$ cat config.mk
export PLATFORM = sky130hd
export DESIGN_NAME = aswd_sequencer
export DESIGN_NICKNAME = d
export VERILOG_FILES = /design/src/logic/aswd_pkg.sv /design/src/logic/aswd_sequencer.sv /design/src/logic/aswd_clkdiv.sv
export SDC_FILE = /design/constraint.sdc
export NUM_CORES = 1
export LEC_CHECK = 0
export BUFFER_PORTS_ARGS = -buffer_cell sky130_fd_sc_hd__buf_4
export CORE_ASPECT_RATIO = 0.9
export CORE_MARGIN = 2
export CORE_UTILIZATION = 33
export DETAILED_ROUTE_END_ITERATION = 8
export PLACE_DENSITY = 0.54
export SYNTH_ARGS = -nofsm -noshare
export SYNTH_HDL_FRONTEND = slang
export SYNTH_SLANG_ARGS = --single-unit
$ cat constraint.sdc
create_clock -name core_clk -period 2.1 [get_ports core_clk]
set_clock_uncertainty 0.15 [all_clocks]
set_input_delay 0.315 -clock core_clk [delete_from_list [all_inputs] [get_ports core_clk]]
set_output_delay 0.315 -clock core_clk [all_outputs]
set_load 0.02 [all_outputs]
$ cat src/logic/aswd_pkg.sv
package aswd_pkg;

  // register addresses on the core register bus
  localparam logic [7:0] ADDR_CHANNEL_SELECT = 8'hBB;
  localparam logic [7:0] ADDR_CONV_CONFIG    = 8'hBC;
  localparam logic [7:0] ADDR_CONV_RESULT    = 8'hBE;
  localparam logic [7:0] ADDR_CONV_CONTROL   = 8'hE8;
  localparam logic [7:0] ADDR_GT_LIMIT       = 8'hC4;
  localparam logic [7:0] ADDR_LT_LIMIT       = 8'hC6;

  // reset values
  localparam logic [7:0] RST_CHANNEL_SELECT  = 8'h00;
  localparam logic [7:0] RST_CONV_CONFIG     = 8'hF8;
  localparam logic [7:0] RST_CONV_RESULT     = 8'h00;
  localparam logic [7:0] RST_CONV_CONTROL    = 8'h00;
  localparam logic [7:0] RST_GT_LIMIT        = 8'hFF;
  localparam logic [7:0] RST_LT_LIMIT        = 8'h00;

  // channel_select fields
  localparam int NEG_MSB = 7;
  localparam int NEG_LSB = 4;
  localparam int POS_MSB = 3;
  localparam int POS_LSB = 0;

  // converter_config fields
  localparam int DIV_MSB     = 7;
  localparam int DIV_LSB     = 3;
  localparam int CFG_RSV_BIT = 2;
  localparam int GAIN_MSB    = 1;
  localparam int GAIN_LSB    = 0;

  // converter_control fields
  localparam int CTL_ENABLE = 7;
  localparam int CTL_TRACK  = 6;
  localparam int CTL_DONE   = 5;
  localparam int CTL_BUSY   = 4;
  localparam int CTL_WIN    = 3;
  localparam int CTL_CM_MSB = 2;
  localparam int CTL_CM_LSB = 0;

  // start_mode_field codes
  localparam logic [2:0] CM_BUSY_WRITE = 3'h0;
  localparam logic [2:0] CM_TIMER0     = 3'h1;
  localparam logic [2:0] CM_TIMER2     = 3'h2;
  localparam logic [2:0] CM_TIMER1     = 3'h3;

  // timing in conversion clocks
  localparam int LP_TRACK_CLOCKS = 3;
  localparam int CONV_CLOCKS     = 11;

  typedef enum logic [1:0] {
    ST_IDLE,
    ST_LPTRACK,
    ST_CONVERT
  } aswd_state_e;

  // controls toward the analog mux, amplifier and converter
  typedef struct packed {
    logic [3:0] positive_channel_field;
    logic [3:0] negative_channel_field;
    logic       single_ended;
    logic [1:0] gain_code;
    logic       powered;
    logic       tracking;
    logic       converting;
  } aswd_afe_s;

endpackage : aswd_pkg

$ cat src/logic/aswd_sequencer.sv
// Functional notes
// - negative nibble picks pins 0-7; top bit set means ground, single-ended.
// - positive nibble picks pins 0-7, temp sensor 1000, supply 1001.
// - conversion clock is system clock divided by divider field plus one.
// - gain field bits 1:0 selects gain 0.5, 1, 2, 4.
// - configuration bit 2 reads zero, writes ignored.
// - result register holds last byte; unsigned single-ended, signed differential.
// - enable clear means shutdown; enable set means active and triggerable.
// - normal track mode tracks whenever enabled and not converting.
// - done flag sets on conversion end, stays until software clears.
// - busy write of one starts conversion only in start mode 000.
// - window flag sets on window match, stays until software clears.
// - start mode picks busy write, timer 0, timer 2, timer 1, or pin.
// - low-power mode internal triggers track three conversion clocks, then convert.
// - low-power pin mode tracks while pin low, converts on rising edge.
// - every result compared against both limits; match shown by window flag.
// - limit values decide inside-window or outside-window detection.
// - inside window single-ended: strictly above greater, strictly below less, unsigned.
// - differential mode compares results and limits as signed bytes.
// - busy reads one during conversion; its fall sets done flag.
// - conversion lasts eleven conversion clocks until result is written.
module aswd_sequencer
  import aswd_pkg::*;
(
  input  wire logic       core_clk,
  input  wire logic       rst_n,
  input  wire logic [7:0] sfr_addr,
  input  wire logic       sfr_wr,
  input  wire logic       sfr_rd,
  input  wire logic [7:0] sfr_wdata,
  output logic      [7:0] sfr_rdata,
  input  wire logic       timer0_ovf,
  input  wire logic       timer1_ovf,
  input  wire logic       timer2_ovf,
  input  wire logic       external_start_input,
  input  wire logic [7:0] sar_result,
  output aswd_afe_s       afe,
  output logic            sar_clk_en
);

  ////////////////////////////////////////////////////////////////////////////
  // functions

  // a > b, signed when differential
  function automatic logic above(input logic [7:0] a, input logic [7:0] b,
                                 input logic sgn);
    if (sgn) begin
      above = $signed(a) > $signed(b);
    end else begin
      above = a > b;
    end
  endfunction : above

  function automatic logic win_hit(input logic [7:0] r, input logic [7:0] gt,
                                   input logic [7:0] lt, input logic sgn);
    if (above(lt, gt, sgn)) begin
      win_hit = above(r, gt, sgn) && above(lt, r, sgn);
    end else begin
      win_hit = above(r, gt, sgn) || above(lt, r, sgn);
    end
  endfunction : win_hit

  ////////////////////////////////////////////////////////////////////////////
  // registers

  logic [7:0]  channel_select;
  logic [7:0]  converter_config;
  logic [7:0]  conversion_result;
  logic [7:0]  greater_than_limit;
  logic [7:0]  less_than_limit;
  logic        converter_enable_bit;
  logic        track_mode_bit;
  logic        conversion_done_flag;
  logic        window_match_flag;
  logic [2:0]  start_mode_field;
  aswd_state_e state;
  logic [3:0]  tick_cnt;
  logic        ext_q;
  logic        sar_tick;

  logic wr_chan, wr_cfg, wr_res, wr_ctl, wr_gt, wr_lt;
  logic single_ended;
  logic busy;
  logic ext_rise;
  logic busy_kick;
  logic trigger;
  logic conv_finish;
  logic lp_done;
  logic result_hit;

  assign wr_chan      = sfr_wr && sfr_addr == ADDR_CHANNEL_SELECT;
  assign wr_cfg       = sfr_wr && sfr_addr == ADDR_CONV_CONFIG;
  assign wr_res       = sfr_wr && sfr_addr == ADDR_CONV_RESULT;
  assign wr_ctl       = sfr_wr && sfr_addr == ADDR_CONV_CONTROL;
  assign wr_gt        = sfr_wr && sfr_addr == ADDR_GT_LIMIT;
  assign wr_lt        = sfr_wr && sfr_addr == ADDR_LT_LIMIT;
  assign single_ended = channel_select[NEG_MSB];
  assign busy         = state != ST_IDLE;
  assign ext_rise     = external_start_input && !ext_q;
  assign busy_kick    = wr_ctl && sfr_wdata[CTL_BUSY];

  always_comb begin
    unique casez (start_mode_field)
      CM_BUSY_WRITE: trigger = busy_kick;
      CM_TIMER0:     trigger = timer0_ovf;
      CM_TIMER2:     trigger = timer2_ovf;
      CM_TIMER1:     trigger = timer1_ovf;
      3'b1??:        trigger = ext_rise;
    endcase
  end

  assign lp_done     = state == ST_LPTRACK && sar_tick
                       && tick_cnt == 4'(LP_TRACK_CLOCKS - 1);
  assign conv_finish = state == ST_CONVERT && sar_tick
                       && tick_cnt == 4'(CONV_CLOCKS - 1);
  assign result_hit  = win_hit(sar_result, greater_than_limit,
                               less_than_limit, !single_ended);

  ////////////////////////////////////////////////////////////////////////////
  // conversion clock

  aswd_clkdiv #(
    .W (5)
  ) u_div (
    .core_clk           (core_clk),
    .rst_n              (rst_n),
    .conv_clock_divider (converter_config[DIV_MSB:DIV_LSB]),
    .sar_tick           (sar_tick)
  );

  always_ff @(posedge core_clk or negedge rst_n) begin
    if (!rst_n) begin
      sar_clk_en <= 1'b0;
    end else begin
      sar_clk_en <= sar_tick && busy;
    end
  end

  ////////////////////////////////////////////////////////////////////////////
  // configuration registers

  always_ff @(posedge core_clk or negedge rst_n) begin
    if (!rst_n) begin
      channel_select     <= RST_CHANNEL_SELECT;
      converter_config   <= RST_CONV_CONFIG;
      greater_than_limit <= RST_GT_LIMIT;
      less_than_limit    <= RST_LT_LIMIT;
    end else begin
      if (wr_chan) begin
        channel_select <= sfr_wdata;
      end
      if (wr_cfg) begin
        converter_config <= sfr_wdata & ~(8'h01 << CFG_RSV_BIT);
      end
      if (wr_gt) begin
        greater_than_limit <= sfr_wdata;
      end
      if (wr_lt) begin
        less_than_limit <= sfr_wdata;
      end
    end
  end

  always_ff @(posedge core_clk or negedge rst_n) begin
    if (!rst_n) begin
      converter_enable_bit <= RST_CONV_CONTROL[CTL_ENABLE];
      track_mode_bit       <= RST_CONV_CONTROL[CTL_TRACK];
      start_mode_field     <= RST_CONV_CONTROL[CTL_CM_MSB:CTL_CM_LSB];
    end else if (wr_ctl) begin
      converter_enable_bit <= sfr_wdata[CTL_ENABLE];
      track_mode_bit       <= sfr_wdata[CTL_TRACK];
      start_mode_field     <= sfr_wdata[CTL_CM_MSB:CTL_CM_LSB];
    end
  end

  ////////////////////////////////////////////////////////////////////////////
  // flags: hardware set wins over software clear

  always_ff @(posedge core_clk or negedge rst_n) begin
    if (!rst_n) begin
      conversion_done_flag <= RST_CONV_CONTROL[CTL_DONE];
    end else if (conv_finish) begin
      conversion_done_flag <= 1'b1;
    end else if (wr_ctl && !sfr_wdata[CTL_DONE]) begin
      conversion_done_flag <= 1'b0;
    end
  end

  always_ff @(posedge core_clk or negedge rst_n) begin
    if (!rst_n) begin
      window_match_flag <= RST_CONV_CONTROL[CTL_WIN];
    end else if (conv_finish && result_hit) begin
      window_match_flag <= 1'b1;
    end else if (wr_ctl && !sfr_wdata[CTL_WIN]) begin
      window_match_flag <= 1'b0;
    end
  end

  ////////////////////////////////////////////////////////////////////////////
  // result register

  always_ff @(posedge core_clk or negedge rst_n) begin
    if (!rst_n) begin
      conversion_result <= RST_CONV_RESULT;
    end else if (conv_finish) begin
      conversion_result <= sar_result;
    end else if (wr_res) begin
      conversion_result <= sfr_wdata;
    end
  end

  ////////////////////////////////////////////////////////////////////////////
  // sequencer

  always_ff @(posedge core_clk or negedge rst_n) begin
    if (!rst_n) begin
      ext_q <= 1'b0;
    end else begin
      ext_q <= external_start_input;
    end
  end

  always_ff @(posedge core_clk or negedge rst_n) begin
    if (!rst_n) begin
      state    <= ST_IDLE;
      tick_cnt <= '0;
    end else if (!converter_enable_bit) begin
      state    <= ST_IDLE;
      tick_cnt <= '0;
    end else begin
      unique case (state)
        ST_IDLE: begin
          tick_cnt <= '0;
          if (trigger) begin
            if (track_mode_bit && !start_mode_field[2]) begin
              state <= ST_LPTRACK;
            end else begin
              state <= ST_CONVERT;
            end
          end
        end
        ST_LPTRACK: begin
          if (lp_done) begin
            state    <= ST_CONVERT;
            tick_cnt <= '0;
          end else if (sar_tick) begin
            tick_cnt <= tick_cnt + 1'b1;
          end
        end
        ST_CONVERT: begin
          if (conv_finish) begin
            state    <= ST_IDLE;
            tick_cnt <= '0;
          end else if (sar_tick) begin
            tick_cnt <= tick_cnt + 1'b1;
          end
        end
      endcase
    end
  end

  ////////////////////////////////////////////////////////////////////////////
  // analog front end controls

  always_ff @(posedge core_clk or negedge rst_n) begin
    if (!rst_n) begin
      afe <= '0;
    end else begin
      afe.positive_channel_field <= channel_select[POS_MSB:POS_LSB];
      afe.negative_channel_field <= channel_select[NEG_MSB:NEG_LSB];
      afe.single_ended           <= single_ended;
      afe.gain_code              <= converter_config[GAIN_MSB:GAIN_LSB];
      afe.powered                <= converter_enable_bit;
      afe.converting             <= state == ST_CONVERT;
      if (!converter_enable_bit || state == ST_CONVERT) begin
        afe.tracking <= 1'b0;
      end else if (!track_mode_bit) begin
        afe.tracking <= 1'b1;
      end else if (start_mode_field[2]) begin
        afe.tracking <= !external_start_input;
      end else begin
        afe.tracking <= state == ST_LPTRACK;
      end
    end
  end

  ////////////////////////////////////////////////////////////////////////////
  // register read

  always_ff @(posedge core_clk or negedge rst_n) begin
    if (!rst_n) begin
      sfr_rdata <= '0;
    end else if (sfr_rd) begin
      unique case (sfr_addr)
        ADDR_CHANNEL_SELECT: sfr_rdata <= channel_select;
        ADDR_CONV_CONFIG:    sfr_rdata <= converter_config;
        ADDR_CONV_RESULT:    sfr_rdata <= conversion_result;
        ADDR_GT_LIMIT:       sfr_rdata <= greater_than_limit;
        ADDR_LT_LIMIT:       sfr_rdata <= less_than_limit;
        ADDR_CONV_CONTROL:   sfr_rdata <= {converter_enable_bit, track_mode_bit,
                                           conversion_done_flag, busy,
                                           window_match_flag, start_mode_field};
        default:             sfr_rdata <= '0;
      endcase
    end
  end

  ////////////////////////////////////////////////////////////////////////////
  // checks

  logic [3:0] chk_ticks;

  always_ff @(posedge core_clk or negedge rst_n) begin
    if (!rst_n) begin
      chk_ticks <= '0;
    end else if (state == ST_IDLE || lp_done || conv_finish) begin
      chk_ticks <= '0;
    end else if (sar_tick) begin
      chk_ticks <= chk_ticks + 1'b1;
    end
  end
endmodule : aswd_sequencer

$ cat src/logic/aswd_clkdiv.sv
module aswd_clkdiv
  import aswd_pkg::*;
#(
  parameter int W = 5
) (
  input  wire logic         core_clk,
  input  wire logic         rst_n,
  input  wire logic [W-1:0] conv_clock_divider,
  output logic              sar_tick
);

  logic [W-1:0] cnt;

  // one tick every conv_clock_divider + 1 system clocks
  always_ff @(posedge core_clk or negedge rst_n) begin
    if (!rst_n) begin
      cnt      <= '0;
      sar_tick <= 1'b0;
    end else if (cnt >= conv_clock_divider) begin
      cnt      <= '0;
      sar_tick <= 1'b1;
    end else begin
      cnt      <= cnt + 1'b1;
      sar_tick <= 1'b0;
    end
  end

endmodule : aswd_clkdiv

==> results of run 1 <==
critical path: stages (launching register included):
cell and delay (ps):
dfstp_2 540, inv_2 60, ha_4 210, nor2b_1 120, o211ai_1 200, a21oi_2 80, a211oi_2 250, nor3_2 80
o311ai_1 250
timing repair:
item / 4_1_cts / 5_1_grt
endpoints found under the hold margin: 29 / 0
gates resized for setup: 4 / 12
pin swaps: 4 / 9
hold buffers: 2 / 0
setup endpoints to repair: 1 / 4
state kept, by name, summed over array words and instances (netlist names):
signal,count
track_mode_bit,1
converter_enable_bit,1
conversion_done_flag,1
sar_clk_en,1
channel_select,8
u_div.sar_tick,1
converter_config,7
state,2
sfr_rdata,8
greater_than_limit,8
less_than_limit,8
ext_q,1
conversion_result,8
tick_cnt,4
u_div.cnt,5
window_match_flag,1
start_mode_field,3
afe,13
cell type report:
| type | count | area (um2) | share of cell area (%) |
|---|---|---|---|
| multi-input combinational | 275 | 2140 | 39.4 |
| sequential | 81 | 2040 | 37.5 |
| timing repair buffer | 77 | 621 | 11.4 |
| clock buffer | 9 | 225 | 4.14 |
| tap | 164 | 205 | 3.77 |
| inverter | 28 | 105 | 1.93 |
| clock inverter | 7 | 101 | 1.86 |
cells by family (layout without fill, tap and decap cells):
logic type | after synthesis | after routing | share of synthesized area [%]
DFF | 81 | 81 | 47.9
buffers and inverters | 40 | 121 | 3.79
AOI/OAI and AO/OA | 76 | 76 | 11.6
xor gates and xnor gates | 8 | 8 | 1.64
and+or+nand+nor | 113 | 113 | 13.7
adders and majority gates | 35 | 35 | 10.3
muxes | 43 | 43 | 11.0
per-stage QoR:
stage / power [uW] / worst slack [ps]
after floorplan: 2220 / 94.9
after detailed placement: 2480 / -108
final: 4240 / 63.4
after global placement: 2460 / -75.5
after global routing: 4440 / -34.9
after CTS: 4250 / 30.8
power by group:
part           total (uW)  switching (uW)  internal [uW]
logic                 686             359            327
clock network        1730             679           1050
registers            1820             117           1700
routing by layer:
layer | global-route usage (%) | share of wire, %
met3 | 3.69 | 5.7
met2 | 26.8 | 45
met5 | 0 | 0
met4 | 6.74 | 2.0
met1 | 24.1 | 47
how the worst max path moves through the flow:
stage | startpoint | to | cells after the start
CTS | greater_than_limit[1]$_DFFE_PN1P_ | window_match_flag$_DFFE_PN0P_ | 8
floorplan | greater_than_limit[5]$_DFFE_PN1P_ | window_match_flag$_DFFE_PN0P_ | 8
global placement | sfr_addr[3] | converter_config[0]$_DFFE_PN0P_ | 5
global route | greater_than_limit[1]$_DFFE_PN1P_ | window_match_flag$_DFFE_PN0P_ | 8
finish | greater_than_limit[1]$_DFFE_PN1P_ | window_match_flag$_DFFE_PN0P_ | 8
detailed placement | sfr_addr[3] | converter_config[1]$_DFFE_PN0P_ | 5
synth_stat cells (5+ instances only):
master,n
a31oi_1,14
nand2_1,32
mux2i_1,11
o21ai_0,13
clkbuf_1,5
a21o_1,6
dfrtp_1,68
a22oi_1,9
ha_1,35
mux2_2,32
dfstp_2,13
nand4_1,6
inv_1,28
nor2_1,39
a21oi_1,15
nand3_1,7
a221oi_1,5
==> flow_summary_export.csv, run 1 <==
group,metric,value,unit
outcome,status,"finished clean",
grt,gr-usage-all-layers,17.5,%
place,portBuffers,54,
sta,relSlewSlack,68.1,%
grt,grt_overflow,0,
drt,drtIter0Drc,183,
sta,fin_setup_tns,0,ps
clock_network,htreeDepth,3,
drt,wire_per_inst,17.9,um
finish,drive_gt1_share,33.8,%
sta,tightestPinTransition,478,ps
setup_path,crit_fanout,2,
min_path,hold_path.class,"primary input to flip-flop",
finish,num-fill-cells,1213,
sta,fmax,491,MHz
die,pin_count,55,
power_and_ir_drop,power.leakage,0.00257,uW
clock_network,insertion_delay,340,ps
place,globalplace.congestion,0.921,
logic_synthesis,synth-seq-cells,81,
power_and_ir_drop,powerDensity,778,nW/um2
logic_synthesis,synth_cells,396,
place,placed_cells,623,
drt,vias,3271,
drt,vias_per_cell,5.10,
drt,totalWireLength,11500,um
sta,holdWs,84.3,ps
clock_network,clockBufferDepth,2,
logic_synthesis,syn-num-nets,463,
setup_path,cp.arrival,2130,ps
logic_synthesis,synth_warnings,0,
die,die-width,124,um
die,initial_core_util,33.7,%
finish,nets,539,
clock_network,cts.sinks,81,
finish,area_delta_synth_final,27.7,%
clock_network,clk_pin_slew,60,ps
grt,grt_pass1_wl,18300,um
logic_synthesis,syn_area_per_cell,10.8,um2
logic_synthesis,synthFlopType,"dfrtp_1",
grt,grt_pass1_vias,3409,
die,die_h,112,um
setup_path,timing.rr.end,"window_match_flag$_DFFE_PN0P_",
drt,drt_first_pass_iters,4,
sta,min_period,2040,ps
clock_network,cts_tree,"built",
setup_path,crit_path_end_kind,"flip-flop",
logic_synthesis,synth_top_area_cell,"dfrtp_1",
logic_synthesis,seq_area_frac_synth,47.9,%
grt,grt_max_degree,37,
die,rows,39,
job,drv_cap,0,
place,placed_area,5010,um2
sta,final_hold_viol_count,0,
setup_path,worst-endpoint-required,2190,ps
logic_synthesis,synth_area_leaders,"dfrtp_1 (40%), ha_1 (10%), mux2_2 (8.5%)",
sta,setup_viol,0,
die,core,12600,um2
min_path,worstHoldStart,"sar_result[5]",
clock_network,cts_root_buf,"clkbuf_16",
sta,rsz0062_at_grt,"yes",
logic_synthesis,synth_edf_count,0,
setup_path,start_kind,"flip-flop",
logic_synthesis,yosysTopAreaCellShare,39.9,%
setup_path,critical_path_class,"flip-flop to flip-flop",
finish,final_cell_mix,"buf_4 (72), dfrtp_1 (68), nor2_1 (38)",
finish,diodes,0,
logic_synthesis,async_reset_ff_share,100,%
finish,final_cells,641,
finish,finalInstanceArea,5450,um2
finish,final_common_cell,"buf_4",
die,dieArea,13800,um2
finish,final_util,43.1,%
sta,finalMaxSlewViolations,0,
setup_path,rrSetupSlack,60,ps
power_and_ir_drop,peakVddDrop,0.421,mV
clock_network,cts_made_buffers,9,
logic_synthesis,synth.distinct_cells,47,
setup_path,r2r_cells,8,
setup_path,r2r_start,"greater_than_limit[1]$_DFFE_PN1P_",
drt,drc,0,
min_path,hold-path-cell-count,3,
min_path,min_delay_worst_endpoint,"conversion_result[5]$_DFFE_PN0P_",
logic_synthesis,syn_area,4260,um2
drt,ant_nets,0,
place,hpwl,8490,um
sta,min_period_over_period,97.0,%
grt,antenna_found_initial,0,
clock_network,cts_setup_buffers,0,
Power figures use the tool's default switching activity.
==> run 2: changes to the inputs <==
--- a/config.mk
+++ b/config.mk
@@ -6,9 +6,11 @@
 export NUM_CORES = 1
 export LEC_CHECK = 0
 export BUFFER_PORTS_ARGS = -buffer_cell sky130_fd_sc_hd__buf_4
+export CAP_MARGIN = 30
 export CORE_ASPECT_RATIO = 0.9
 export CORE_MARGIN = 2
 export CORE_UTILIZATION = 33
+export CTS_BUF_LIST = sky130_fd_sc_hd__clkbuf_2
 export DETAILED_ROUTE_END_ITERATION = 8
 export PLACE_DENSITY = 0.54
 export SYNTH_ARGS = -nofsm -noshare
==> run 2 against run 1 <==
Effect of this change: the run now ends with setup timing left; via count is 2.8% higher; critical path depth stayed put; sequential power is essentially flat; setup slack got worse by 75 ps.
==> flow_summary_export.csv, run 2 (synthesis results as in run 1) <==
group,metric,value,unit
finish,multiInputGateArea,2130,um2
finish,final_cells,659,
sta,min_period,2110,ps
finish,nets,557,
drt,drc,0,
drt,ant_nets,0,
setup_path,crit_path_max_incr_delay,580,ps
die,core,12600,um2
setup_path,rrSetupSlack,-10,ps
min_path,hold_path.class,"primary input to asynchronous set/reset pin",
die,die-width,124,um
sta,setup_viol,1,
drt,totalWireLength,11500,um
setup_path,crit_path_end_kind,"flip-flop",
clock_network,cts_tree,"built",
sta,fin_setup_tns,-12.0,ps
grt,gr-usage-all-layers,17.4,%
die,rows,39,
job,drv_cap,0,
clock_network,cts_made_buffers,9,
place,hpwl,8490,um
clock_network,clockBufferDepth,2,
finish,largest_reg_flops,13,
sta,tightestPinTransition,475,ps
finish,area_delta_synth_final,27.3,%
power_and_ir_drop,peakVddDrop,0.379,mV
die,die_h,112,um
die,dieArea,13800,um2
clock_network,clk_pin_slew,250,ps
grt,grt_pass1_vias,3452,
power_and_ir_drop,power.leakage,0.00257,uW
sta,finalMaxSlewViolations,0,
grt,grt_overflow,0,
grt,antenna_found_initial,0,
outcome,violations,"setup timing",
power_and_ir_drop,powerDensity,653,nW/um2
grt,grt_pass1_wl,18300,um
finish,drive_gt1_share,32.3,%
drt,drt_first_pass_iters,4,
setup_path,path_cells,"inv_1 > ha_1 > a21o_1 > a21oi_2 > mux2i_1 > o31a_1 > nor3_2 > o311ai_1",
setup_path,worst-endpoint-required,2420,ps
drt,drtIter0Drc,162,
sta,relSlewSlack,68.3,%
drt,vias,3362,
sta,final_hold_viol_count,0,
place,placed_cells,623,
setup_path,cp.arrival,2430,ps
sta,min_period_over_period,101,%
finish,diodes,0,
drt,wire_per_inst,17.4,um
die,pin_count,55,
setup_path,slowest_stage,"dfstp_2",
clock_network,insertion_delay,560,ps
finish,seqCellArea,2040,um2
grt,grt_max_degree,37,
drt,vias_per_cell,5.10,
sta,finalWorstSetupSlack,-12.0,ps
clock_network,htreeDepth,3,
setup_path,start_kind,"flip-flop",
clock_network,cts.sinks,81,
place,portBuffers,54,
sta,rsz0062_at_grt,"yes",
finish,final_common_cell,"buf_4",
place,globalplace.congestion,0.921,
outcome,status,"finished, violations left",
die,initial_core_util,33.7,%
sta,fmax,473,MHz
setup_path,crit_fanout,2,
finish,final_cell_mix,"buf_4 (73), dfrtp_1 (68), nor2_1 (38)",
finish,num-fill-cells,1222,
finish,regMostFlops,"afe",
clock_network,cts_root_buf,"clkbuf_2",
setup_path,critical_path_class,"flip-flop to flip-flop",
## run 2: power breakdown
group          internal, uW  leakage (uW)  switching [uW]
logic                   355       0.00145             369
registers              1700       0.00104             116
clock network           405     0.0000795             598
total                  2460       0.00257            1080
## run 2: stage by stage
step                setup slack [ps]  total power (uW)  area, um2  hold slack (ps)  util [%]
floorplan                       94.9              2220       4260             -131         -
global placement               -75.5              2460       5010              154      39.7
detailed placement              -108              2480       5010              152      39.7
CTS                             24.8              3540       5370             15.7      42.5
global route                   -95.0              3750       5430             22.2      42.9
finish                         -12.0              3540       5430             51.7      42.9
## run 2: area by class of cell
cell class	instances	share of cell area, %
multi-input cells	275	39.2
inverters	28	1.94
flip-flops and latches	81	37.7
clock buffers	9	0.830
repair buffers	95	14.7
well taps	164	3.78
clock inverters	7	1.87
## run 2: worst max-delay path, delay by kind of cell, from the launching register on
kind	cells	cell delay, ps
and+or+nand+nor	1	130
AOI/OAI and AO/OA	4	770
adders and majority gates	1	290
buffers and inverters	1	50
DFF	1	580
muxes	1	80
## run 2: repair_timing
action	in CTS	in global routing
setup endpoints to repair	1	5
gates resized for setup	4	10
endpoints found under the hold margin	128	0
buffers inserted	0	1
pin swaps	4	8
hold buffers	19	0
## run 2: worst paths after layout
| check | from | endpoint | cells past startpoint |
|---|---|---|---|
| max in group asynchronous | rst_n | converter_config[4]$_DFFE_PN1P_ | 3 |
| min in group core_clk | sfr_addr[0] | sfr_rdata[4]$_DFFE_PN0P_ | 4 |
| min | rst_n | channel_select[1]$_DFFE_PN0P_ | 2 |
| max reg2reg | greater_than_limit[5]$_DFFE_PN1P_ | window_match_flag$_DFFE_PN0P_ | 8 |
| min reg2reg | converter_config[0]$_DFFE_PN0P_ | afe[3]$_DFF_PN0_ | 0 |
| max | greater_than_limit[5]$_DFFE_PN1P_ | window_match_flag$_DFFE_PN0P_ | 8 |
## run 2: metal layers
| metal | part of all wire (%) | global-route usage (%) |
|---|---|---|
| met1 | 46 | 24.0 |
| met2 | 46 | 27.1 |
| met3 | 5.9 | 4.15 |
| met4 | 1.7 | 5.38 |
| met5 | 0 | 0 |
==> run 3: changes to the inputs <==
--- a/config.mk
+++ b/config.mk
@@ -7,12 +7,14 @@
 export LEC_CHECK = 0
 export BUFFER_PORTS_ARGS = -buffer_cell sky130_fd_sc_hd__buf_4
 export CAP_MARGIN = 30
+export CELL_PAD_IN_SITES_DETAIL_PLACEMENT = 0
+export CELL_PAD_IN_SITES_GLOBAL_PLACEMENT = 1
 export CORE_ASPECT_RATIO = 0.9
 export CORE_MARGIN = 2
 export CORE_UTILIZATION = 33
 export CTS_BUF_LIST = sky130_fd_sc_hd__clkbuf_2
 export DETAILED_ROUTE_END_ITERATION = 8
-export PLACE_DENSITY = 0.54
+export PLACE_DENSITY = 0.65
 export SYNTH_ARGS = -nofsm -noshare
 export SYNTH_HDL_FRONTEND = slang
 export SYNTH_SLANG_ARGS = --single-unit
==> run 3 against run 2 <==
Effect of this change: the flow still finishes with violations (setup timing); count of clock-buffer cells in the layout grew 2; setup slack gained 3.7 ps; final cell count grew 0.46%; die area is the same; routed wire length grew 3.8%; design area shrank 1.1%; power shrank 5.5%; register-to-register slack is essentially flat; critical path depth is the same; first-iteration DRC count grew 73%; global-route usage grew 1.0 points; non-clock buffer count grew 2; critical endpoint unchanged.
==> flow_summary_export.csv, run 3 (synthesis results as in run 1) <==
group,metric,value,unit
drt,totalWireLength,11900,um
finish,final_cell_mix,"buf_4 (76), dfrtp_1 (68), nor2_1 (38)",
place,globalplace.congestion,0.865,
sta,tightestPinTransition,446,ps
outcome,violations,"setup timing",
clock_network,clockBufferDepth,2,
sta,finalWorstSetupSlack,-8.31,ps
outcome,status,"finished, violations left",
die,dieArea,13800,um2
grt,grt_pass1_vias,3418,
setup_path,crit_family,"compound AO/OA/AOI/OAI gates",
setup_path,crit_path_max_incr_delay,580,ps
die,die_h,112,um
setup_path,crit_fanout,2,
place,hpwl,8860,um
setup_path,start_kind,"flip-flop",
die,rows,39,
setup_path,cp.arrival,2400,ps
clock_network,cts_root_buf,"clkbuf_2",
grt,grt_max_degree,51,
job,drv_cap,0,
drt,vias,3378,
sta,min_period,2110,ps
grt,grt_pass1_wl,19100,um
power_and_ir_drop,total_power,3350,uW
sta,fin_setup_tns,-8.31,ps
setup_path,cp_num_buf_inv,1,
die,die-width,124,um
drt,drc,0,
grt,gr-usage-all-layers,18.5,%
clock_network,insertion_delay,550,ps
drt,drtIter0Drc,281,
place,portBuffers,54,
grt,grt_overflow,0,
clock_network,cts_tree,"built",
die,initial_core_util,33.7,%
sta,final_hold_viol_count,0,
min_path,hold_path.class,"primary input to asynchronous set/reset pin",
finish,regMostFlops,"afe",
drt,ant_nets,0,
clock_network,cts.sinks,81,
sta,fmax,474,MHz
setup_path,slowest_stage,"dfstp_2",
sta,setup_viol,1,
finish,final_common_cell,"buf_4",
finish,nets,559,
power_and_ir_drop,peakVddDrop,0.259,mV
finish,drive_gt1_share,30.8,%
clock_network,clk_pin_slew,240,ps
sta,finalMaxSlewViolations,0,
clock_network,cts_made_buffers,9,
drt,vias_per_cell,5.10,
finish,area_delta_synth_final,25.9,%
place,pre_cts_ws,-42.2,ps
setup_path,path_cells,"inv_1 > ha_1 > nor2b_1 > o211ai_1 > a21oi_1 > a211oi_2 > nor3_2 > o311ai_1",
grt,antenna_found_initial,1,
drt,wire_per_inst,18.0,um
finish,largest_reg_flops,13,
clock_network,htreeDepth,3,
power_and_ir_drop,power.leakage,0.00257,uW
setup_path,crit_path_end_kind,"flip-flop",
drt,drt_first_pass_iters,4,
die,pin_count,55,
setup_path,critical_path_class,"flip-flop to flip-flop",
power_and_ir_drop,powerDensity,624,nW/um2
setup_path,worst-endpoint-required,2400,ps
sta,relSlewSlack,69.9,%
finish,num-fill-cells,1229,
die,core,12600,um2
sta,min_period_over_period,100,%
sta,holdWs,56.7,ps
sta,rsz0062_at_grt,"yes",
run 3: cell count changes in the layout (fill, tap and decap cells not counted), moves of 2 or more:
cell / delta
clkbuf_2: +2
a21oi_2: -4
inv_6: -3
a21oi_1: +4
buf_4: +3
clkinvlp_4: -2
clkinv_1: +3
run 3: through the flow:
| stage | cells | area (um2) | utilization [%] |
|---|---|---|---|
| after global placement | 624 | 5010 | 39.6 |
| final | 662 | 5370 | 42.5 |
| after CTS | 660 | 5320 | 42.1 |
| after detailed placement | 624 | 5010 | 39.6 |
| after global routing | 662 | 5370 | 42.5 |
| after floorplan | 396 | 4260 | - |
run 3: layout make-up:
type / instances / area [um2] / area share (%)
multi-input cells: 275 / 2110 / 39.3
inverters: 28 / 105 / 1.96
clock inverters: 5 / 46.3 / 0.862
flip-flops and latches: 81 / 2040 / 38.1
well taps: 164 / 205 / 3.82
diodes: 1 / 2.50 / 0.0466
clock buffers: 11 / 55.1 / 1.03
repair buffers: 97 / 801 / 14.9
run 3: layer usage:
metal	part of all wire [%]	vias to the layer above	GRT usage, %	wire length (um)
met5	0	-	0	0
li1	-	1611	-	-
met4	1.3	0	6.36	150
met2	45	87	27.1	5370
met1	49	1669	27.5	5820
met3	5.0	11	2.82	595
run 3: repair_timing:
item / in CTS / in global routing
pin swaps: 0 / 1
hold endpoints to repair: 125 / 0
setup endpoints to repair: 1 / 9
resized for setup: 2 / 7
hold buffers: 19 / 0
buffers inserted: 1 / 1
run 3: final timing paths:
check / slack [ps] / to / startpoint / cells after the start
max in group asynchronous: 1040 / converter_config[5]$_DFFE_PN1P_ / rst_n / 3
min in group core_clk: 80 / sfr_rdata[4]$_DFFE_PN0P_ / sfr_addr[0] / 4
hold / removal: 60 / afe[11]$_DFF_PN0_ / rst_n / 2
hold reg to reg: 280 / afe[4]$_DFF_PN0_ / converter_config[1]$_DFFE_PN0P_ / 0
setup / recovery: -8 / window_match_flag$_DFFE_PN0P_ / greater_than_limit[1]$_DFFE_PN1P_ / 8
setup reg to reg: -8 / window_match_flag$_DFFE_PN0P_ / greater_than_limit[1]$_DFFE_PN1P_ / 8
run 3: power breakdown:
| part | switching, uW | internal (uW) | leakage, uW |
|---|---|---|---|
| sequential | 111 | 1700 | 0.00104 |
| combinational | 380 | 352 | 0.00145 |
| clock | 533 | 272 | 0.0000684 |
| total | 1020 | 2320 | 0.00257 |
run 3: worst register-to-register path, cell delays in order (launching register included):
cell and delay [ps]:
dfstp_2 580, inv_1 50, ha_1 290, nor2b_1 130
o211ai_1 160, a21oi_1 110, a211oi_2 240, nor3_2 90
o311ai_1 240
